`src/design/fsc_pkg.sv`:
```
package fsc_pkg;
  // Command bytes and config select values
  localparam logic [7:0] CMD_CFG1      = 8'h20;
  localparam logic [7:0] CMD_CFG2      = 8'h22;
  localparam logic [7:0] CMD_CONV_MAG  = 8'h44;
  localparam logic [7:0] CMD_CONV_TEMP = 8'h48;
  localparam logic [7:0] CMD_READ_MAG  = 8'h54;
  localparam logic [7:0] CMD_READ_TEMP = 8'h58;
  localparam logic [7:0] OSR_DEFAULT   = 8'h07;
  localparam logic [7:0] OSR_MAX_ALT   = 8'h05;

  // Frame geometry
  localparam int CMD_BITS  = 8;
  localparam int CFG_BITS  = 24;
  localparam int MAG_BITS  = 24;
  localparam int TEMP_BITS = 16;

  // Sampling times per mode in microseconds, mode 6 is the default
  localparam int CLK_HZ = 40_000_000;
  localparam int SAMPLE_US [0:6] = '{370, 650, 1220, 2340, 4580, 9070, 18040};
  localparam int MODE_DEFAULT = 6;

  // Cycles of clk for a time in microseconds, rounded up
  function automatic int us_to_cycles(input int us);
    longint p;
    p = longint'(us) * longint'(CLK_HZ);
    return int'((p + 64'd999_999) / 64'd1_000_000);
  endfunction

  typedef enum logic [1:0] {FSC_IDLE, FSC_CMD, FSC_DATA, FSC_DONE} fsc_state_t;
endpackage

```
`src/design/fsc_conv_timer.sv`:
```
`timescale 1ns/1ps
module fsc_conv_timer
  import fsc_pkg::*;
#(
  parameter int CNT_W = 20,
  parameter int T0 = us_to_cycles(SAMPLE_US[0]),
  parameter int T1 = us_to_cycles(SAMPLE_US[1]),
  parameter int T2 = us_to_cycles(SAMPLE_US[2]),
  parameter int T3 = us_to_cycles(SAMPLE_US[3]),
  parameter int T4 = us_to_cycles(SAMPLE_US[4]),
  parameter int T5 = us_to_cycles(SAMPLE_US[5]),
  parameter int T6 = us_to_cycles(SAMPLE_US[6])
) (
  // Clock and reset
  input  wire logic             clk,
  input  wire logic             rst,
  // Control
  input  wire logic             start,
  input  wire logic [2:0]       mode,
  // Status
  output logic                  busy,
  output logic                  done
);
  // Slowest mode must fit the counter; a zero length would wrap and run a full counter period
  if (T6 >= (1 << CNT_W) || T0 < 1) begin : g_cnt_chk
    $error("fsc_conv_timer: counter too narrow");
  end

  logic [CNT_W-1:0] cnt_reg, cnt_next;
  logic             busy_reg, busy_next;
  logic             done_reg, done_next;
  logic [CNT_W-1:0] load;

  // Mode selects the sampling duration
  always_comb begin
    unique case (mode)
      3'd0: load = CNT_W'(T0);
      3'd1: load = CNT_W'(T1);
      3'd2: load = CNT_W'(T2);
      3'd3: load = CNT_W'(T3);
      3'd4: load = CNT_W'(T4);
      3'd5: load = CNT_W'(T5);
      default: load = CNT_W'(T6);
    endcase
  end

  // Count down; start ignored while busy
  always_comb begin
    cnt_next  = cnt_reg;
    busy_next = busy_reg;
    done_next = 1'b0;
    if (busy_reg) begin
      if (cnt_reg == CNT_W'(1)) begin
        busy_next = 1'b0;
        done_next = 1'b1;
      end
      cnt_next = cnt_reg - CNT_W'(1);
    end else if (start) begin
      busy_next = 1'b1;
      cnt_next  = load;
    end
  end

  always_ff @(posedge clk) begin
    if (rst) begin
      cnt_reg  <= '0;
      busy_reg <= 1'b0;
      done_reg <= 1'b0;
    end else begin
      cnt_reg  <= cnt_next;
      busy_reg <= busy_next;
      done_reg <= done_next;
    end
  end

  assign busy = busy_reg;
  assign done = done_reg;
endmodule

```
`src/design/fsc_core.sv`:
```
`timescale 1ns/1ps
module fsc_core
  import fsc_pkg::*;
#(
  parameter int MAG_W  = MAG_BITS,
  parameter int TEMP_W = TEMP_BITS
) (
  // Clock and reset
  input  wire logic              clk,
  input  wire logic              rst,
  // Serial pins
  input  wire logic              sck,
  input  wire logic              cs_n,
  input  wire logic              serial_command_in,
  output logic                   serial_reply_out,
  // ADC sample inputs
  input  wire logic [MAG_W-1:0]  adc_mag,
  input  wire logic [TEMP_W-1:0] adc_temp,
  // Status
  output logic [2:0]             osr_mode,
  output logic                   converting
);
  // Result packing below assumes the documented widths
  if (MAG_W != MAG_BITS || TEMP_W != TEMP_BITS) begin : g_width_chk
    $error("fsc_core: result width unsupported");
  end

  // Decode points, counted in sampled bits of a frame
  localparam logic [5:0] DECIDE_BIT = 6'(CMD_BITS - 2);  // Seventh rise, before bit 8
  localparam logic [5:0] ACK_BIT    = 6'(CMD_BITS);
  localparam logic [5:0] CFG_LAST   = 6'(CFG_BITS - 1);
  // Idle pins: deselected, clock low, data high
  localparam logic [2:0] PIN_IDLE   = 3'h5;

  ////////////////////////////////////////////////////////////////////////
  // Pin synchronisers, two flops each before any logic

  logic [2:0] sync1_reg, sync2_reg;
  logic       sck_d_reg;
  always_ff @(posedge clk) begin
    if (rst) begin
      sync1_reg <= PIN_IDLE;  // No false select or clock edge after reset
      sync2_reg <= PIN_IDLE;
      sck_d_reg <= 1'b0;
    end else begin
      sync1_reg <= {cs_n, sck, serial_command_in};
      sync2_reg <= sync1_reg;
      sck_d_reg <= sync2_reg[1];
    end
  end

  // Synchronised pins and serial clock edges
  logic cs_n_s, sck_s, din_s, sck_rise, sck_fall;
  assign cs_n_s   = sync2_reg[2];
  assign sck_s    = sync2_reg[1];
  assign din_s    = sync2_reg[0];
  assign sck_rise = sck_s & ~sck_d_reg;
  assign sck_fall = ~sck_s & sck_d_reg;

  ////////////////////////////////////////////////////////////////////////
  // Conversion timer

  // Mode is taken at start; a later config cannot stretch a run
  logic conv_start, conv_busy, conv_done;
  logic [2:0] mode_reg, mode_next;

  fsc_conv_timer u_timer (
    .clk   (clk),
    .rst   (rst),
    .start (conv_start),
    .mode  (mode_reg),
    .busy  (conv_busy),
    .done  (conv_done)
  );

  ////////////////////////////////////////////////////////////////////////
  // Serial frame decoder

  fsc_state_t       st_reg, st_next;
  logic [5:0]       bit_reg, bit_next;    // Bits sampled in frame
  logic [23:0]      shin_reg, shin_next;  // Incoming bits
  logic [23:0]      shout_reg, shout_next;
  logic             dout_reg, dout_next;
  logic             ack_reg, ack_next;    // Acked start, hold low to done
  logic             is_cfg1_reg, is_cfg1_next;
  logic             tmp_kind_reg, tmp_kind_next;
  logic [MAG_W-1:0] mag_res_reg, mag_res_next;
  logic [TEMP_W-1:0] tmp_res_reg, tmp_res_next;
  logic [7:0]       cmd7;

  // Next values of the frame decoder
  always_comb begin
    st_next       = st_reg;
    bit_next      = bit_reg;
    shin_next     = shin_reg;
    shout_next    = shout_reg;
    dout_next     = dout_reg;
    ack_next      = ack_reg;
    is_cfg1_next  = is_cfg1_reg;
    tmp_kind_next = tmp_kind_reg;
    mode_next     = mode_reg;
    mag_res_next  = mag_res_reg;
    tmp_res_next  = tmp_res_reg;
    conv_start    = 1'b0;
    cmd7          = {shin_reg[5:0], din_s, 1'b0};

    // Latch result at end of conversion, release reply line
    if (conv_done) begin
      if (tmp_kind_reg) tmp_res_next = adc_temp;
      else              mag_res_next = adc_mag;
      ack_next = 1'b0;
    end

    if (cs_n_s) begin
      st_next   = FSC_IDLE;
      bit_next  = '0;
      dout_next = 1'b1;
      is_cfg1_next = 1'b0;  // A stale config flag must not act on a later frame
    end else begin
      if (st_reg == FSC_IDLE) st_next = FSC_CMD;
      if (sck_rise) begin
        shin_next = {shin_reg[22:0], din_s};
        // Saturate so an overlong frame is never decoded twice
        if (bit_reg != '1) bit_next = bit_reg + 6'd1;
        // Seven bits seen: decide acknowledge before bit 8 is driven
        if (bit_reg == DECIDE_BIT) begin
          unique case (cmd7[7:1])
            CMD_CONV_MAG[7:1], CMD_CONV_TEMP[7:1]: begin
              if (!conv_busy) begin
                conv_start    = 1'b1;
                ack_next      = 1'b1;
                tmp_kind_next = (cmd7 == CMD_CONV_TEMP);
                dout_next     = 1'b0;
              end
            end
            CMD_READ_MAG[7:1]: begin
              shout_next = mag_res_reg;
              dout_next  = 1'b0;
              st_next    = FSC_DATA;
            end
            CMD_READ_TEMP[7:1]: begin
              shout_next = {tmp_res_reg, 8'h00};
              dout_next  = 1'b0;
              st_next    = FSC_DATA;
            end
            CMD_CFG1[7:1], CMD_CFG2[7:1]: begin
              is_cfg1_next = (cmd7 == CMD_CFG1);
              dout_next    = conv_busy;
            end
            default: dout_next = 1'b1;
          endcase
        end
        // Full config frame: apply mode when idle
        if (bit_reg == CFG_LAST && is_cfg1_reg && !conv_busy) begin
          if (shin_next[7:0] <= OSR_MAX_ALT)
            mode_next = shin_next[2:0];
          else if (shin_next[7:0] == OSR_DEFAULT)
            mode_next = 3'(MODE_DEFAULT);
        end
      end
      // Shift result MSB first after the ack bit
      if (sck_fall && st_reg == FSC_DATA && bit_reg >= ACK_BIT) begin
        dout_next  = shout_reg[23];
        shout_next = {shout_reg[22:0], 1'b0};
      end else if (sck_fall && bit_reg == ACK_BIT && st_reg != FSC_DATA) begin
        dout_next = ~ack_reg;
      end
    end
  end

  // Decoder registers only
  always_ff @(posedge clk) begin
    if (rst) begin
      st_reg       <= FSC_IDLE;
      bit_reg      <= '0;
      shin_reg     <= '0;
      shout_reg    <= '0;
      dout_reg     <= 1'b1;
      ack_reg      <= 1'b0;
      is_cfg1_reg  <= 1'b0;
      tmp_kind_reg <= 1'b0;
      mode_reg     <= 3'(MODE_DEFAULT);
      mag_res_reg  <= '0;
      tmp_res_reg  <= '0;
    end else begin
      st_reg       <= st_next;
      bit_reg      <= bit_next;
      shin_reg     <= shin_next;
      shout_reg    <= shout_next;
      dout_reg     <= dout_next;
      ack_reg      <= ack_next;
      is_cfg1_reg  <= is_cfg1_next;
      tmp_kind_reg <= tmp_kind_next;
      mode_reg     <= mode_next;
      mag_res_reg  <= mag_res_next;
      tmp_res_reg  <= tmp_res_next;
    end
  end

  // Reply is low while a started conversion runs, even with select released
  assign serial_reply_out = dout_reg & ~ack_reg;
  assign osr_mode         = mode_reg;
  assign converting       = conv_busy;
endmodule

```
`config.mk`:
```
export PLATFORM = sky130hd
export DESIGN_NAME = fsc_core
export DESIGN_NICKNAME = d
export VERILOG_FILES = /design/src/design/fsc_pkg.sv /design/src/design/fsc_conv_timer.sv /design/src/design/fsc_core.sv
export SDC_FILE = /design/constraint.sdc
export NUM_CORES = 1
export LEC_CHECK = 0
export BUFFER_PORTS_ARGS = -buffer_cell sky130_fd_sc_hd__buf_2
export CAP_MARGIN = 10
export CORE_MARGIN = 2
export CORE_UTILIZATION = 40
export DETAILED_ROUTE_END_ITERATION = 6
export PLACE_DENSITY = 0.66
export SYNTH_ARGS = -nofsm -noshare
export SYNTH_HDL_FRONTEND = slang
export SYNTH_HIERARCHICAL = 1
export SYNTH_SLANG_ARGS = --single-unit
```
`constraint.sdc`:
```
create_clock -name clk -period 3.82 [get_ports clk]
set_input_delay 0.573 -clock clk [delete_from_list [all_inputs] [get_ports clk]]
set_output_delay 0.573 -clock clk [all_outputs]
set_load 0.03 [all_outputs]
```
==> flow_summary_export.csv <==
group,metric,value,unit
timing,finalSetupTns,0,ns
clock_network,hold_fix_buffers_at_cts,0,
yosys,postSynthRegisterBits,115,
layout,mostFrequentLayoutCell,"sky130_fd_sc_hd__dfxtp_1",
timing,timing.clock.skew,0.00605,ns
global_routing,grt_use_total,18.3,%
yosys,synthesis.yosys.warnings,6,
drt,drt-wirelength-per-cell,14.6,µm
global_routing,grt_start_max_net_pins,71,
place,port_buffers,49,
floorplanning,rows,42,
clock_network,tritoncts_sinks,115,
drt,vias_per_cell,5.43,
clock_network,cts.reportedPaths.clkPinSlew,0.06,ns
floorplanning,io_pins,50,
timing,final_max_slew_viol_count,0,
clock_network,insertion_delay,0.41,ns
yosys,synth_cells,659,
place,gpl.final_weighted_congestion,0.825,
global_routing,antenna_found_initial,0,
drt,via_count,4752,
global_routing,globalRoute.totalOverflow,0,
pwr,power_density,456,nW/µm²
timing,fin_ws,0.931,ns
status,run_status,"finished, final reports clean",
flow_run,max-cap-violations,0,
drt,routed_wl,12.8,mm
layout,stdcell_count,875,
yosys,ys_seq_area_share,42.3,%
setup_path,crit_required,4.08,ns
layout,post_route_cells_drive_above_1_share,18.0,%
yosys,synth.net_count,709,
timing,worstMarginPinSlew,0.994,ns
layout,antennaDiodeCount,0,
setup_path,startpoint_type,"register",
pwr,maximum_resistive_drop_on_vdd,0.324,mV
place,detailed_place_hpwl,8.30,mm
place,placed_insts,843,
timing,timing_hold_violations_final,0,
hold_path,hold_path.startpoint,"cs_n",
timing,setup_viol,0,
yosys,synth_edf_count,0,
clock_network,cts-buffers-inserted,17,
setup_path,critical_path.endpoint_type,"register",
drt,drt_iter0_drc,380,
timing,period_minus_slack,2.89,ns
setup_path,worstPathArrival,3.14,ns
timing,maxClockFrequency,346,MHz
setup_path,timing.setup.critical_path_class,"reg2reg",
floorplanning,die_h,121,µm
setup_path,crit-reg2reg-launch,"bit_reg[0]",
floorplanning,initial_util,41.1,%
clock_network,tritoncts,"built",
floorplanning,die-area,14500,µm²
yosys,synth-async-reset-ratio,0,%
timing,timing.final.crit_share,75.6,%
yosys,ys_dominant_reg_cell,"sky130_fd_sc_hd__dfxtp_1",
setup_path,worstPathMaxFanout,25,
drt,ant_nets,0,
timing,timing.hold.ws,0.342,ns
yosys,syn_avg_cell_area,8.25,µm²
clock_network,cts.repair_timing.setup_buffer_count,0,
setup_path,worstSetupStartpoint,"bit_reg[0]",
layout,layout.cells.most_common_list,"sky130_fd_sc_hd__dfxtp_1, sky130_fd_sc_hd__nand2_1, sky130_fd_sc_hd__a21oi_1, sky130_fd_sc_hd__nor2_1, sky130_fd_sc_hd__buf_2",
clock_network,cts_max_level,4,
floorplanning,die_width,121,µm
layout,finish.net_count,736,
drt,drc,0,
hold_path,hold_path.class,"in2reg",
floorplanning,floorplan.core_area,13200,µm²
yosys,synth.distinct_cells,65,
timing,maxSlewHeadroom,33.7,%
yosys,post_synth_instance_area,5440,µm²
place,preCtsSetupSlack,0.994,ns
clock_network,cts.root.buffer_cell,"sky130_fd_sc_hd__clkbuf_16",
drt,dr.pass1.iters,5,
timing,setup_repair_after_global_routing_missed_its_margin,"false",
clock_network,post_cts_resized,0,
pwr,total_leakage_power,2.28,nW
layout,synthToLayoutAreaGrowth,16.9,%
global_routing,grt_first_pass_wirelength,21.4,mm
clock_network,cts_buffer_depth,2,
global_routing,via_count_of_the_first_global_routing_pass,4433,
## power breakdown
group / internal [W] / switching (W)
clock network: 0.00106 / 0.000565
logic: 0.0000249 / 0.0000369
registers: 0.00120 / 0.00000365
## cell type report
type / count / area [µm²]
Clock buffer: 21 / 460
Timing Repair Buffer: 59 / 320
Sequential cell: 115 / 2300
Fill cell: 1251 / 6890
Clock inverter: 11 / 153
Multi-Input combinational cell: 472 / 2820
Tap cell: 176 / 220
Inverter: 21 / 78.8
## critical path, stage by stage, from the launching register on
cell and delay [ns]:
sky130_fd_sc_hd__dfxtp_1 0.39, sky130_fd_sc_hd__inv_1 0.08, sky130_fd_sc_hd__ha_1 0.19, sky130_fd_sc_hd__and2_1 0.17
sky130_fd_sc_hd__and3_1 0.24, sky130_fd_sc_hd__a31oi_4 0.68, sky130_fd_sc_hd__or2_1 0.78, sky130_fd_sc_hd__o21ai_0 0.20
## routing by layer
layer / up-vias / share of wire, % / GRT usage (%)
met5: - / 0 / 0
met4: 0 / 1.9 / 7.85
met3: 22 / 3.1 / 4.43
met2: 98 / 46 / 28.7
met1: 2228 / 49 / 24.0
li1: 2404 / - / -
## stage by stage
step	power, W	util [%]	instance area, µm²
after floorplan	0.00126	-	5440
after global placement	0.00129	43.4	5740
after detailed placement	0.00130	43.4	5740
after CTS	0.00293	48.0	6360
after global routing	0.00299	48.0	6360
final	0.00290	48.0	6360
## final timing paths
check	to	slack, ns	cells after the start
worst max-delay path	shout_reg[0]	0.93	7
worst min-delay path	sync1_reg[2]	0.34	2
worst max register to register	shout_reg[0]	0.93	7
worst min register to register	sync2_reg[2]	0.41	1
## logic make-up (layout without fill, tap and decap cells)
family / count (synthesis) / after routing / share of synthesized area, %
compound gates: 188 / 188 / 23.4
xor+xnor: 7 / 7 / 1.13
fa+ha+maj: 5 / 5 / 1.15
buf+inv: 72 / 112 / 5.80
flops: 115 / 115 / 42.3
mux: 16 / 16 / 2.94
simple gates: 256 / 256 / 23.2
## cell usage after synthesis (3+ instances only)
library cell                instances  area share, %
sky130_fd_sc_hd__a2111oi_0         21            3.4
sky130_fd_sc_hd__a211oi_1           9            1.2
sky130_fd_sc_hd__a21oi_1           72            6.6
sky130_fd_sc_hd__a31o_2            15            2.4
sky130_fd_sc_hd__a31oi_1           10            1.2
sky130_fd_sc_hd__and2_1             3           0.35
sky130_fd_sc_hd__and3_1            10            1.2
sky130_fd_sc_hd__buf_2              3           0.28
sky130_fd_sc_hd__buf_6              4           0.83
sky130_fd_sc_hd__clkbuf_1          41            2.8
sky130_fd_sc_hd__dfxtp_1          115             42
sky130_fd_sc_hd__ha_1               5            1.2
sky130_fd_sc_hd__inv_1             21            1.4
sky130_fd_sc_hd__mux2i_1           16            2.9
sky130_fd_sc_hd__nand2_1          104            7.2
sky130_fd_sc_hd__nand2b_1           5           0.58
sky130_fd_sc_hd__nand3_1           13            1.2
sky130_fd_sc_hd__nand3_2            3           0.55
sky130_fd_sc_hd__nand4_1            5           0.58
sky130_fd_sc_hd__nor2_1            52            3.6
sky130_fd_sc_hd__nor2b_1            8           0.92
sky130_fd_sc_hd__nor3_1            12            1.1
sky130_fd_sc_hd__nor3b_1            3           0.41
sky130_fd_sc_hd__nor4_1             6           0.69
sky130_fd_sc_hd__o211ai_1           4           0.55
sky130_fd_sc_hd__o21ai_0           26            2.4
sky130_fd_sc_hd__o21ai_1            4           0.37
sky130_fd_sc_hd__o21bai_1           3           0.41
sky130_fd_sc_hd__o31a_1             3           0.48
sky130_fd_sc_hd__or2_2              7           0.81
sky130_fd_sc_hd__or3_1              4           0.46
sky130_fd_sc_hd__or4_1              4           0.55
sky130_fd_sc_hd__xnor2_1            4           0.64
sky130_fd_sc_hd__xor2_1             3           0.48
Note: power is estimated with default switching activity, not from simulation.
